$ cat src/rsb_pkg.sv
package rsb_pkg;
   // Core clock and loss-of-signal limit
   localparam int unsigned CLK_HZ = 40_000_000;
   localparam int unsigned TIMEOUT_MS = 100;
   // Longest time, so the division rounds down
   localparam int unsigned TIMEOUT_CYCLES = CLK_HZ / 1000 * TIMEOUT_MS;

   // Bus level seen by the comparators
   typedef enum logic [1:0] {LVL_IDLE, LVL_HIGH, LVL_LOW} level_t;

   // Word lengths and layout, first bit received is the MSB
   localparam logic [4:0] SHORT_BITS = 5'h0C;
   localparam logic [4:0] LONG_BITS = 5'h14;
   localparam int unsigned CMD_LSB = 4;
   localparam int unsigned ADDR_LSB = 8;
   localparam int unsigned DATA_LSB = 12;
   localparam logic [4:0] CRC_SPAN_LONG = 5'h10;
   localparam logic [4:0] CRC_SPAN_SHORT = 5'h08;

   // Frame check sequence
   localparam logic [3:0] CRC_POLY = 4'h3;
   localparam logic [3:0] CRC_SEED = 4'hA;

   // Command codes
   localparam logic [3:0] CMD_INIT = 4'h0;
   localparam logic [3:0] CMD_STATUS = 4'h1;
   localparam logic [3:0] CMD_VALUE0 = 4'h2;
   localparam logic [3:0] CMD_IO_CTRL = 4'h3;
   localparam logic [3:0] CMD_ID = 4'h4;
   localparam logic [3:0] CMD_VALUE1 = 4'h5;
   localparam logic [3:0] CMD_VALUE2 = 4'h6;
   localparam logic [3:0] CMD_CLEAR = 4'h7;
   localparam logic [3:0] CMD_VALUE3 = 4'h8;
   localparam logic [3:0] CMD_NVM = 4'h9;
   localparam logic [3:0] CMD_LO_CLEAR = 4'hC;
   localparam logic [3:0] CMD_LO_SET = 4'hD;
   localparam logic [3:0] CMD_REV_INIT = 4'hF;

   // Initialization data byte fields
   localparam int unsigned NV_BIT = 7;
   localparam int unsigned CLOSE_BIT = 6;

   // Reset values and fixed response values
   localparam logic [3:0] ADDR_RESET = 4'h0;
   localparam logic [7:0] ADC_ERROR = 8'h00;
   localparam logic [7:0] ADC_ZERO_SUB = 8'h01;
   localparam logic [4:0] ID_LOW = 5'h03;
   localparam logic [3:0] NVM_MARK = 4'hF;
endpackage

$ cat src/remote_sensor_bus_slave.sv
`timescale 1ns/1ps
`default_nettype none
module remote_sensor_bus_slave #(
   parameter int unsigned TIMEOUT_CYCLES_P = rsb_pkg::TIMEOUT_CYCLES,
   parameter int unsigned PHASE_W = 16,
   parameter logic [2:0] VERSION = 3'h1 // Arbitrary value
) (
   input wire logic core_clk,
   input wire logic rst_b,
   input wire logic up_above_low,
   input wire logic up_at_idle,
   input wire logic down_above_low,
   input wire logic down_at_idle,
   input wire logic undervoltage,
   input wire logic [3:0] gpio_in,
   input wire logic preprog_mode,
   input wire logic [3:0] preprog_addr,
   input wire logic adc_done,
   input wire logic adc_valid,
   input wire logic [7:0] adc_data,
   output logic upstream_current_en,
   output logic downstream_current_en,
   output logic downstream_present,
   output logic downstream_pass_switch,
   output logic high_drive_logic_output,
   output logic [3:0] gpio_out,
   output logic [3:0] gpio_oe,
   output logic adc_start,
   output logic [1:0] adc_channel,
   output logic timeout_reset
);
   import rsb_pkg::*;

   typedef enum logic [1:0] {D_IDLE, D_START, D_LOW, D_HIGH} dec_t;

   // Comparator pair to bus level
   function automatic level_t lvl_of(input logic above_low, input logic idle);
      if (idle)
         return LVL_IDLE;
      return above_low ? LVL_HIGH : LVL_LOW;
   endfunction

   // Serial CRC over the n least significant bits, MSB first
   function automatic logic [3:0] crc4(input logic [15:0] d,
                                      input logic [4:0] n);
      logic [3:0] c;
      logic fb;
      c = CRC_SEED;
      for (int i = 15; i >= 0; i--) begin
         if (i < int'(n)) begin
            fb = c[3] ^ d[i];
            c = {c[2:0], 1'b0};
            if (fb)
               c = c ^ CRC_POLY;
         end
      end
      return c;
   endfunction

   logic timeout_reg;
   logic srst;
   logic [8:0] sync1_reg, sync2_reg;
   level_t up_lvl, down_lvl, cur_lvl, prev_reg;
   logic up_act, down_act;
   dec_t dec_reg;
   logic [PHASE_W-1:0] low_cnt_reg, high_cnt_reg;
   logic [19:0] rx_reg;
   logic [4:0] nbits_reg;
   logic word_done_reg, from_down_reg, down_present_reg;
   logic [31:0] idle_cnt_reg;
   logic bit_val, frame_start, fall_edge;
   logic [19:0] tx_reg;
   logic [4:0] tx_cnt_reg;
   logic current_reg;
   logic [3:0] addr_reg, gpio_out_reg, gpio_oe_reg;
   logic strap_done_reg, inited_reg, switch_reg, nv_reg, lo_reg, uv_reg;
   logic [1:0] group_reg;
   logic resp_pend_reg, resp_long_reg;
   logic [3:0] resp_cmd_reg;
   logic [7:0] value_reg;
   logic adc_start_reg;
   logic [1:0] adc_chan_reg;
   logic [19:0] wd;
   logic len_ok, is_long, crc_ok, good, addr_hit, init_ok;
   logic [3:0] w_addr, w_cmd, w_crc;
   logic [7:0] w_data, resp8;
   logic [15:0] payload;

   assign srst = !rst_b || timeout_reg;

   // Flush value reads as an idle bus, so no false word follows reset
   localparam logic [8:0] SYNC_IDLE = 9'h00F;

   // Comparators, pins and supply monitor are asynchronous
   always_ff @(posedge core_clk) begin
      if (!rst_b) begin
         sync1_reg <= SYNC_IDLE;
         sync2_reg <= SYNC_IDLE;
      end else begin
         sync1_reg <= {undervoltage, gpio_in, down_at_idle, down_above_low,
                       up_at_idle, up_above_low};
         sync2_reg <= sync1_reg;
      end
   end

   // Either pin may carry the waveform; upstream wins if both do
   assign up_lvl = lvl_of(sync2_reg[0], sync2_reg[1]);
   assign down_lvl = lvl_of(sync2_reg[2], sync2_reg[3]);
   assign up_act = (up_lvl != LVL_IDLE);
   assign down_act = (down_lvl != LVL_IDLE);
   assign cur_lvl = up_act ? up_lvl : down_lvl;
   assign fall_edge = (prev_reg == LVL_HIGH) && (cur_lvl == LVL_LOW);
   assign frame_start = (prev_reg == LVL_IDLE) && (cur_lvl != LVL_IDLE);
   assign bit_val = (high_cnt_reg > low_cnt_reg);

   // Loss-of-signal timer; its own reset is the pin reset or its own timeout
   always_ff @(posedge core_clk) begin
      if (!rst_b || timeout_reg) begin
         idle_cnt_reg <= 32'h0000_0000;
         timeout_reg <= 1'b0;
      end else if (cur_lvl == LVL_IDLE) begin
         idle_cnt_reg <= 32'h0000_0000;
      end else if (idle_cnt_reg >= TIMEOUT_CYCLES_P - 1) begin
         timeout_reg <= 1'b1;
      end else begin
         idle_cnt_reg <= idle_cnt_reg + 32'h0000_0001;
      end
   end

   // Word decoder; ratio of phases, not absolute time, sets each bit
   always_ff @(posedge core_clk) begin
      if (srst) begin
         dec_reg <= D_IDLE;
         prev_reg <= LVL_IDLE;
         low_cnt_reg <= '0;
         high_cnt_reg <= '0;
         rx_reg <= 20'h0_0000;
         nbits_reg <= 5'h00;
         word_done_reg <= 1'b0;
         from_down_reg <= 1'b0;
         down_present_reg <= 1'b0;
      end else begin
         prev_reg <= cur_lvl;
         word_done_reg <= 1'b0;
         down_present_reg <= down_act;
         unique case (dec_reg)
            D_IDLE: if (cur_lvl != LVL_IDLE) begin
               dec_reg <= D_START;
               from_down_reg <= !up_act;
               nbits_reg <= 5'h00;
               low_cnt_reg <= '0;
               high_cnt_reg <= '0;
            end
            D_START: if (cur_lvl == LVL_LOW)
               dec_reg <= D_LOW;
            else if (cur_lvl == LVL_IDLE)
               dec_reg <= D_IDLE;
            D_LOW: if (cur_lvl == LVL_HIGH)
               dec_reg <= D_HIGH;
            else if (cur_lvl == LVL_IDLE)
               dec_reg <= D_IDLE; // Malformed, dropped
            else if (~&low_cnt_reg)
               low_cnt_reg <= low_cnt_reg + 1'b1;
            D_HIGH: if (cur_lvl == LVL_HIGH) begin
               if (~&high_cnt_reg)
                  high_cnt_reg <= high_cnt_reg + 1'b1;
            end else begin
               rx_reg <= {rx_reg[18:0], bit_val};
               if (~&nbits_reg)
                  nbits_reg <= nbits_reg + 5'h01;
               low_cnt_reg <= '0;
               high_cnt_reg <= '0;
               dec_reg <= (cur_lvl == LVL_IDLE) ? D_IDLE : D_LOW;
               word_done_reg <= (cur_lvl == LVL_IDLE);
            end
         endcase
      end
   end

   // Received word check
   assign is_long = (nbits_reg == LONG_BITS);
   assign len_ok = is_long || (nbits_reg == SHORT_BITS);
   assign wd = is_long ? rx_reg : {8'h00, rx_reg[11:0]};
   assign w_crc = wd[3:0];
   assign w_cmd = wd[CMD_LSB +: 4];
   assign w_addr = wd[ADDR_LSB +: 4];
   assign w_data = wd[DATA_LSB +: 8];
   assign crc_ok = is_long ? (crc4(wd[19:4], CRC_SPAN_LONG) == w_crc)
                           : (crc4({8'h00, wd[11:4]}, CRC_SPAN_SHORT) == w_crc);
   assign good = word_done_reg && len_ok && crc_ok;
   assign addr_hit = (w_addr == addr_reg);
   // Unaddressed parts take any address; preprogrammed need a match
   assign init_ok = preprog_mode ? (w_data[3:0] == addr_reg)
                                 : (addr_reg == ADDR_RESET && !inited_reg);

   // Command execution at the end of a clean word
   always_ff @(posedge core_clk) begin
      if (srst) begin
         addr_reg <= ADDR_RESET;
         switch_reg <= 1'b0;
         strap_done_reg <= 1'b0;
         inited_reg <= 1'b0;
         nv_reg <= 1'b0;
         group_reg <= 2'h0;
         gpio_out_reg <= 4'h0;
         gpio_oe_reg <= 4'h0;
         lo_reg <= 1'b0;
         resp_pend_reg <= 1'b0;
         resp_long_reg <= 1'b0;
         resp_cmd_reg <= CMD_INIT;
         adc_start_reg <= 1'b0;
         adc_chan_reg <= 2'h0;
      end else begin
         adc_start_reg <= 1'b0;
         strap_done_reg <= 1'b1;
         if (!strap_done_reg && preprog_mode)
            addr_reg <= preprog_addr;
         if (frame_start)
            resp_pend_reg <= 1'b0;
         if (good) begin
            resp_cmd_reg <= w_cmd;
            resp_long_reg <= is_long;
            unique case (w_cmd)
               CMD_INIT, CMD_REV_INIT: begin
                  // reverse form needs downstream signal, uninit part
                  if (is_long && init_ok && (w_cmd == CMD_INIT ?
                      !from_down_reg : (from_down_reg && !inited_reg))) begin
                     addr_reg <= w_data[3:0];
                     inited_reg <= 1'b1;
                     nv_reg <= w_data[NV_BIT];
                     group_reg <= w_data[5:4];
                     switch_reg <= w_data[CLOSE_BIT];
                     resp_pend_reg <= 1'b1;
                  end
               end
               CMD_IO_CTRL: if (is_long && addr_hit) begin
                  gpio_out_reg <= w_data[7:4];
                  gpio_oe_reg <= w_data[3:0];
                  resp_pend_reg <= 1'b1;
               end
               CMD_CLEAR: if (addr_hit)
                  gpio_oe_reg <= 4'h0;
               CMD_VALUE0, CMD_VALUE1, CMD_VALUE2, CMD_VALUE3:
                  if (addr_hit) begin
                     adc_start_reg <= 1'b1;
                     adc_chan_reg <= (w_cmd == CMD_VALUE0) ? 2'h0 :
                                     (w_cmd == CMD_VALUE1) ? 2'h1 :
                                     (w_cmd == CMD_VALUE2) ? 2'h2 : 2'h3;
                     resp_pend_reg <= 1'b1;
                  end
               CMD_LO_CLEAR, CMD_LO_SET: if (addr_hit) begin
                  lo_reg <= (w_cmd == CMD_LO_SET);
                  resp_pend_reg <= 1'b1;
               end
               CMD_STATUS, CMD_ID: if (addr_hit)
                  resp_pend_reg <= 1'b1;
               CMD_NVM: if (is_long && addr_hit)
                  resp_pend_reg <= 1'b1;
               default: ; // Reserved codes are ignored
            endcase
         end
      end
   end

   // Conversion capture; 00 is kept for errors
   always_ff @(posedge core_clk) begin
      if (srst)
         value_reg <= ADC_ERROR;
      else if (adc_start_reg)
         value_reg <= ADC_ERROR; // Unfinished conversion reads invalid
      else if (adc_done) begin
         if (!adc_valid || sync2_reg[8])
            value_reg <= ADC_ERROR;
         else if (adc_data == ADC_ERROR)
            value_reg <= ADC_ZERO_SUB;
         else
            value_reg <= adc_data;
      end
   end

   // Undervoltage latch; a new event beats the read clear
   always_ff @(posedge core_clk) begin
      if (srst)
         uv_reg <= 1'b0;
      else if (sync2_reg[8])
         uv_reg <= 1'b1;
      else if (frame_start && resp_pend_reg && resp_cmd_reg == CMD_STATUS)
         uv_reg <= 1'b0;
   end

   // Response payload from the latched command
   always_comb begin
      unique case (resp_cmd_reg)
         CMD_INIT, CMD_REV_INIT: resp8 = {nv_reg, switch_reg, group_reg,
                                          addr_reg};
         CMD_STATUS, CMD_LO_CLEAR, CMD_LO_SET:
            resp8 = {nv_reg, uv_reg, lo_reg, switch_reg, sync2_reg[7:4]};
         CMD_IO_CTRL: resp8 = {gpio_out_reg, gpio_oe_reg};
         CMD_ID: resp8 = {VERSION, ID_LOW};
         CMD_NVM: resp8 = {NVM_MARK, addr_reg};
         default: resp8 = value_reg;
      endcase
      payload = resp_long_reg ? {addr_reg, 4'h0, resp8} : {8'h00, resp8};
   end

   // Encoder: loaded at the next message, one bit per high-to-low
   always_ff @(posedge core_clk) begin
      if (srst) begin
         tx_reg <= 20'h0_0000;
         tx_cnt_reg <= 5'h00;
         current_reg <= 1'b0;
      end else if (cur_lvl == LVL_IDLE) begin
         tx_cnt_reg <= 5'h00;
         current_reg <= 1'b0;
      end else if (frame_start) begin
         tx_cnt_reg <= resp_pend_reg ? (resp_long_reg ? LONG_BITS
                                                      : SHORT_BITS) : 5'h00;
         tx_reg <= resp_long_reg ? {payload, crc4(payload, CRC_SPAN_LONG)}
                                 : {payload[7:0], crc4(payload,
                                    CRC_SPAN_SHORT), 8'h00};
      end else if (fall_edge) begin
         current_reg <= (tx_cnt_reg != 5'h00) && tx_reg[19];
         tx_reg <= {tx_reg[18:0], 1'b0};
         if (tx_cnt_reg != 5'h00)
            tx_cnt_reg <= tx_cnt_reg - 5'h01;
      end
   end

   assign upstream_current_en = current_reg;
   assign downstream_current_en = current_reg;
   assign downstream_present = down_present_reg;
   assign downstream_pass_switch = switch_reg;
   assign high_drive_logic_output = lo_reg;
   assign gpio_out = gpio_out_reg;
   assign gpio_oe = gpio_oe_reg;
   assign adc_start = adc_start_reg;
   assign adc_channel = adc_chan_reg;
   assign timeout_reset = timeout_reg;
endmodule
`default_nettype wire

$ cat config.mk
export PLATFORM = sky130hd
export DESIGN_NAME = remote_sensor_bus_slave
export DESIGN_NICKNAME = d
export VERILOG_FILES = /design/src/rsb_pkg.sv /design/src/remote_sensor_bus_slave.sv
export SDC_FILE = /design/constraint.sdc
export NUM_CORES = 1
export LEC_CHECK = 0
export BUFFER_PORTS_ARGS = -buffer_cell sky130_fd_sc_hd__buf_2
export CORE_MARGIN = 2
export CORE_UTILIZATION = 32
export DETAILED_ROUTE_END_ITERATION = 8
export PLACE_DENSITY = 0.46
export SYNTH_ARGS = -nofsm -noshare
export SYNTH_HDL_FRONTEND = slang
export SYNTH_SLANG_ARGS = --single-unit
$ cat constraint.sdc
create_clock -name core_clk -period 4 [get_ports core_clk]
set_clock_uncertainty 0.05 [all_clocks]
set_input_delay 0.4 -clock core_clk [delete_from_list [all_inputs] [get_ports core_clk]]
set_output_delay 0.4 -clock core_clk [all_outputs]
set_load 0.01 [all_outputs]
== Word level (Yosys, flattened, before mapping) ==
Index checks and enable logic that the tools add are counted.
Storage, ports and cells
  register bits: 178
  bits of input ports: 26
  output and inout bits: 17
  word-level logic and storage cells: 420
Operators by class
  add/subtract/negate cells: 5
  $lt $le $gt $ge: 2
  equality and inequality tests: 40
  multiplexer cells: 179
  bitwise operators: 94
  reductions and logical operators: 68
Operator list (number)
  two-way mux 4 bit: 72
  two-way mux 16 bit: 8
  two-way mux 2 bit: 63
  NOT 2 bit: 44
  two-way mux 20 bit: 4
  case mux 16 bit (3 select lines): 1
  two-way mux 5 bit: 8
  case mux 8 bit (5 select lines): 1
  bitwise XOR 1 bit: 40
  equality test 4 bit (second input constant): 9
  adder 16 x 1 -> 16 bit (second input constant): 2
  adder 32 x 1 -> 32 bit (second input constant): 1
  >= comparator 32 x 22 -> 1 bit (second input constant): 1
  case mux 16 bit (2 select lines): 1
  AND reduction 16 bit: 2
  equality test 4 x 3 -> 1 bit (second input constant): 5
  equality test 4 bit: 4
  greater-than comparator 16 bit: 1
  two-way mux 8 bit: 2
  != test 2 bit (second input constant): 8
  nonzero test 2 bit: 8
  two-way mux 1 bit: 15
  AND reduction 3 bit: 5
  AND reduction 2 bit: 7
  30 further kinds: 76

== Longest topological paths before layout ==
  depth in word-level cells: 83
  gate-level depth with buffers: 12
  mapped depth without buffers: 10

== Worst setup path before layout ==
Ideal clock, no wire load.
  kind: register -> register
  from: register rx_reg[15]
  to: register gpio_oe_reg[0], in the netlist gpio_oe[0]
  setup time: 0.072 ns
  data arrival time: 2.663 ns
  required time: 3.878 ns
  setup slack: 1.216 ns
  cell stages (with the launch flop): 10
  path buffers: 1
  clock period less this slack: 2.784 ns
  cell sequence: dfxtp_1 -> buf_2 -> xnor3_1 -> xnor2_1 -> or3_1 -> a211o_1 -> mux2i_4 -> nand3b_2 -> nor4_4 -> mux2i_1
On the way
  longest elaborated chain between the ends: 17
  elaborated cells between the ends (all ways): 33
  those cells by class: eq/ne: 1; mux: 13; bitwise: 17; reduce/logical: 2
Ends and longest elaborated chain
  start, declared: RTL line remote_sensor_bus_slave.sv:67  | logic [19:0] rx_reg;
  start signal, assigned: RTL line remote_sensor_bus_slave.sv:168  | rx_reg <= {rx_reg[18:0], bit_val};
  two-way mux 20 bit (*): RTL line remote_sensor_bus_slave.sv:183  | assign wd = is_long ? rx_reg : {8'h00, rx_reg[11:0]};
  bitwise XOR 1 bit (*): RTL line remote_sensor_bus_slave.sv:51  | fb = c[3] ^ d[i];
  two-way mux 2 bit (*): RTL line remote_sensor_bus_slave.sv:53  | if (fb)
  bitwise XOR 1 bit / NOT 2 bit (equally long branches)
  two-way mux 2 bit: RTL line remote_sensor_bus_slave.sv:53
  NOT 2 bit (no line) / bitwise XOR 1 bit (equally long branches)
  two-way mux 2 bit: RTL line remote_sensor_bus_slave.sv:53
  bitwise XOR 1 bit / NOT 2 bit (equally long branches)
  two-way mux 2 bit: RTL line remote_sensor_bus_slave.sv:53
  NOT 2 bit (no line) / bitwise XOR 1 bit (equally long branches)
  two-way mux 2 bit: RTL line remote_sensor_bus_slave.sv:53
  bitwise XOR 1 bit / NOT 2 bit (equally long branches)
  two-way mux 2 bit: RTL line remote_sensor_bus_slave.sv:53
  equality test 4 bit (*): RTL line remote_sensor_bus_slave.sv:188  | assign crc_ok = is_long ? (crc4(wd[19:4], CRC_SPAN_LONG) == w_crc)
  two-way mux 1 bit (*): RTL line remote_sensor_bus_slave.sv:188
  logical AND 1 bit (*): RTL line remote_sensor_bus_slave.sv:190  | assign good = word_done_reg && len_ok && crc_ok;
  AND reduction 4 bit (no line) (*)
  end signal, assigned: RTL line remote_sensor_bus_slave.sv:238  | gpio_oe_reg <= w_data[3:0];
  end, declared: RTL line remote_sensor_bus_slave.sv:75  | logic [3:0] addr_reg, gpio_out_reg, gpio_oe_reg;
Every way passes the cells marked *; elsewhere a longest branch is shown, timed or not.
A chain may end at the register's enable or synchronous reset.

== Worst setup path after layout ==
  from: register resp_cmd_reg[1]
  to: register tx_reg[0]
On the way
  longest elaborated chain between the ends: 35
  elaborated cells between the ends (all ways): 47
  those cells by class: eq/ne: 7; mux: 30; bitwise: 7; reduce/logical: 3
Ends and longest elaborated chain
  start, declared: RTL line remote_sensor_bus_slave.sv:79  | logic [3:0] resp_cmd_reg;
  start signal, assigned: RTL line remote_sensor_bus_slave.sv:221  | resp_cmd_reg <= w_cmd;
  equality test 4 x 1 -> 1 bit (tied with other cells): RTL line remote_sensor_bus_slave.sv:293  | unique case (resp_cmd_reg)
  OR reduction 3 bit / OR reduction 2 bit (equally long branches): RTL line remote_sensor_bus_slave.sv:293
  case mux 8 bit (5 select lines) (*): RTL line remote_sensor_bus_slave.sv:293
  two-way mux 16 bit (*): RTL line remote_sensor_bus_slave.sv:303  | payload = resp_long_reg ? {addr_reg, 4'h0, resp8} : {8'h00, resp8};
  bitwise XOR 1 bit: RTL line remote_sensor_bus_slave.sv:51
  two-way mux 2 bit: RTL line remote_sensor_bus_slave.sv:53
  two-way mux 4 bit: RTL line remote_sensor_bus_slave.sv:315  | end else if (frame_start) begin
  two-way mux 4 bit: RTL line remote_sensor_bus_slave.sv:312  | end else if (cur_lvl == LVL_IDLE) begin
  [19 not listed]
  two-way mux 4 bit: RTL line remote_sensor_bus_slave.sv:308  | if (srst) begin
  two-way mux 4 bit: RTL line remote_sensor_bus_slave.sv:315
  two-way mux 4 bit: RTL line remote_sensor_bus_slave.sv:312
  two-way mux 4 bit: RTL line remote_sensor_bus_slave.sv:308
  bitwise XOR 1 bit (*): RTL line remote_sensor_bus_slave.sv:51
  two-way mux 2 bit (*): RTL line remote_sensor_bus_slave.sv:53
  two-way mux 20 bit (*): RTL line remote_sensor_bus_slave.sv:318  | tx_reg <= resp_long_reg ? {payload, crc4(payload, CRC_SPAN_LONG)}
  two-way mux 20 bit (*): RTL line remote_sensor_bus_slave.sv:315
  end signal, assigned: RTL line remote_sensor_bus_slave.sv:318
  end signal, assigned: RTL line remote_sensor_bus_slave.sv:323  | tx_reg <= {tx_reg[18:0], 1'b0};
  end, declared: RTL line remote_sensor_bus_slave.sv:72  | logic [19:0] tx_reg;
Every way passes the cells marked *; elsewhere a longest branch is shown, timed or not. The select of a mux whose other input is x is not followed.

==> out/qor.csv <==
metric;value;unit
status;finished, final reports clean;
post_drt_wl_per_cell;15.67;µm
layout-drive-gt1-share;10.65;%
seqPwrFrac;49.2;%
dr.first_iter.drc_count;553;
drcViolationCount;0;
wirelength;23380;µm
p_sw;930.5;µW
syn_nets;1138;
drv_slew;0;
gp_congestion;0.7746;
startpoint_type;flop;
slew_headroom;35.28;%
finalPower;3.699;mW
fin_area;0.01039;mm²
swShare;25.16;%
die_y;174.0;µm
hold_viol;0;
cts_buffers;17;
cts_root_buffer;clkbuf_16;
yosys_most_used_dff;dfxtp_1;
p_int;2.768;mW
top_layer_used;met4;
cts_setup_buffers;0;
antenna_found_initial;0;
grt_use_total;15.99;%
crit_arrival;3610;ps
avgViaCountPerCell;4.975;
p_per_area;356.2;mW/mm²
clk_pin_slew_worst_paths;70;ps
io_pins;43;
area_delta_synth_final;12.24;%
nets;1146;
die_w;174.0;µm
timing.fmax;302.8;MHz
wl_met2;10360;µm
vias;7422;
clkSinkCount;178;
clk_latency;440;ps
largest_reg_flops;32;
synth-seq-cells;178;
ant_nets;0;
die_area;0.03029;mm²
cp.required;4310;ps
clk_path_buf_depth;2;
crit_path_end_kind;flop;
synth_top_area_cell;dfxtp_1;
regArea;0.003563;mm²
async_flop_share;0;%
multiInputGateArea;0.005303;mm²
syn_area;0.009253;mm²
syn-instance-count;1088;
synthMostInstantiatedCell;dfxtp_1;
syn_avg_cell_area;8.504;µm²
path_class;flop to flop;
ir_drop;201.4;µV
yosys-top-cells-count;178 x dfxtp_1, 141 x nor2_1, 88 x nand2_1, 61 x xnor2_1, 58 x clkbuf_1;
setup_viol;0;
htree_levels;4;
core;0.02863;mm²
comb_power_share;5.0;%
rsz0062_at_grt;false;
drtPass1Iterations;5;
globalRoute.totalOverflow;0;
n_fill_cell;2949;
tns;0;ps
place_area;0.009804;mm²
power_frac_clock;45.7;%
synth_area_leaders;dfxtp_1 39%, xnor2_1 5.8%, nor2_1 5.7%;
hold_buffers;0;
start_util;32.32;%
synth_top_area_share;38.51;%
drt-met1-wl;12080;µm
cts_resized;0;
grt_first_pass_wirelength;39050;µm
finalCritPeriodShare;82.56;%
synth_cell_types;75;
leakagePower;3.895;nW
met3_length;679;µm
yosys_warnings;0;
drv_cap;0;
ys_seq_area_share;38.51;%
grt_pass1_vias;7144;
io_buffers;42;
num_rows;62;
grt_max_degree;61;
hp-class;primary input to flop;
synth-edff-count;0;
tightest_slew;969.4;ps
dp_hpwl;16600;µm
cts_tree;done;
diodes;0;
cp_max_fo;32;
fin_crit;3302;ps
critical path, cell delays in order, from the launching register on:
cell,delay [ps]
dfxtp_1,960
mux2_2,410
a221oi_1,240
a21oi_1,90
a221oi_1,520
xnor2_1,330
xor2_1,200
mux2_2,340
o21ai_0,70
metrics by stage:
step | cells | hold WS (ps) | setup WS [ps] | util, %
6_report | 1492 | 101.7 | 697.7 | 36.28
5_1_grt | 1492 | 88.45 | 444.7 | 36.28
4_1_cts | 1492 | 87.34 | 683.6 | 36.28
3_5_place_dp | 1461 | 349.7 | 707.1 | 34.25
3_3_place_gp | 1461 | 344.1 | 760.1 | 34.25
2_1_floorplan | 1088 | 336.3 | 1216 | -
power groups by stage:
stage	sequential (mW)	combinational [mW]	clock, mW
3_3_place_gp	1.86	0.189	0
2_1_floorplan	1.85	0.139	0
6_report	1.82	0.187	1.69
3_5_place_dp	1.86	0.188	0
4_1_cts	1.82	0.190	1.74
5_1_grt	1.82	0.210	1.83
metal layers:
layer	up-vias	GRT usage, %
met5	-	0
met4	0	4.272
met3	13	2.712
met2	103	24.70
met1	3499	22.99
li1	3807	-
worst paths after layout:
check | slack (ps) | to | depth (start not counted) | start
worst max-delay path | 700 | tx_reg[0] | 8 | resp_cmd_reg[1]
worst min-delay path | 100 | sync1_reg[0] | 2 | up_above_low
worst max register to register | 700 | tx_reg[0] | 8 | resp_cmd_reg[1]
worst min register to register | 360 | sync2_reg[1] | 1 | sync1_reg[1]
final cells by class:
class                   instances  share of cell area [%]
well taps                     384                   4.626
clock inverters                13                   1.361
flip-flops and latches        178                   34.31
multi-input cells             807                   51.06
repair buffers                 58                   3.181
clock buffers                  18                   4.229
inverters                      34                   1.229
layout by cell type, fill, tap and decap left out, types with 6 or more instances in the layout:
master     Yosys  layout
nand4_1       27      27
buf_2          5      42
nor2_1       141     140
xnor3_1        6       6
ha_1          24      24
nand2_1       88      88
a211oi_1      11      11
mux2_2        11      11
o211ai_1       6       6
xor2_1        33      33
nor4_1        15      15
nor2b_1       20      20
o21a_1         7       7
o22ai_1        8       8
nand2b_1      20      19
nor3_1        19      19
a31oi_1        6       6
o21ai_0       31      31
xnor2_1       61      61
dfxtp_1      178     178
buf_4          1      16
mux2i_1       44      44
inv_1         33      33
clkbuf_16      0      17
o22a_1         8       8
and2_1        18      18
nand3_1       39      39
and3_1        23      23
a21oi_1       50      50
or3_1          6       6
logic make-up (layout without fill, tap and decap cells):
group                    after synthesis  in the layout  synth area share [%]
buffers and inverters                103            123                 4.287
AO/OA/AOI/OAI                        169            169                 12.05
adder cells (fa/ha/maj)               24             24                 3.245
multiplexers                          56             56                 6.342
AND/OR/NAND/NOR                      457            457                 25.03
flip-flops                           178            178                 38.51
XOR/XNOR                             101            101                 10.53
(Power assumes the default switching activity.)
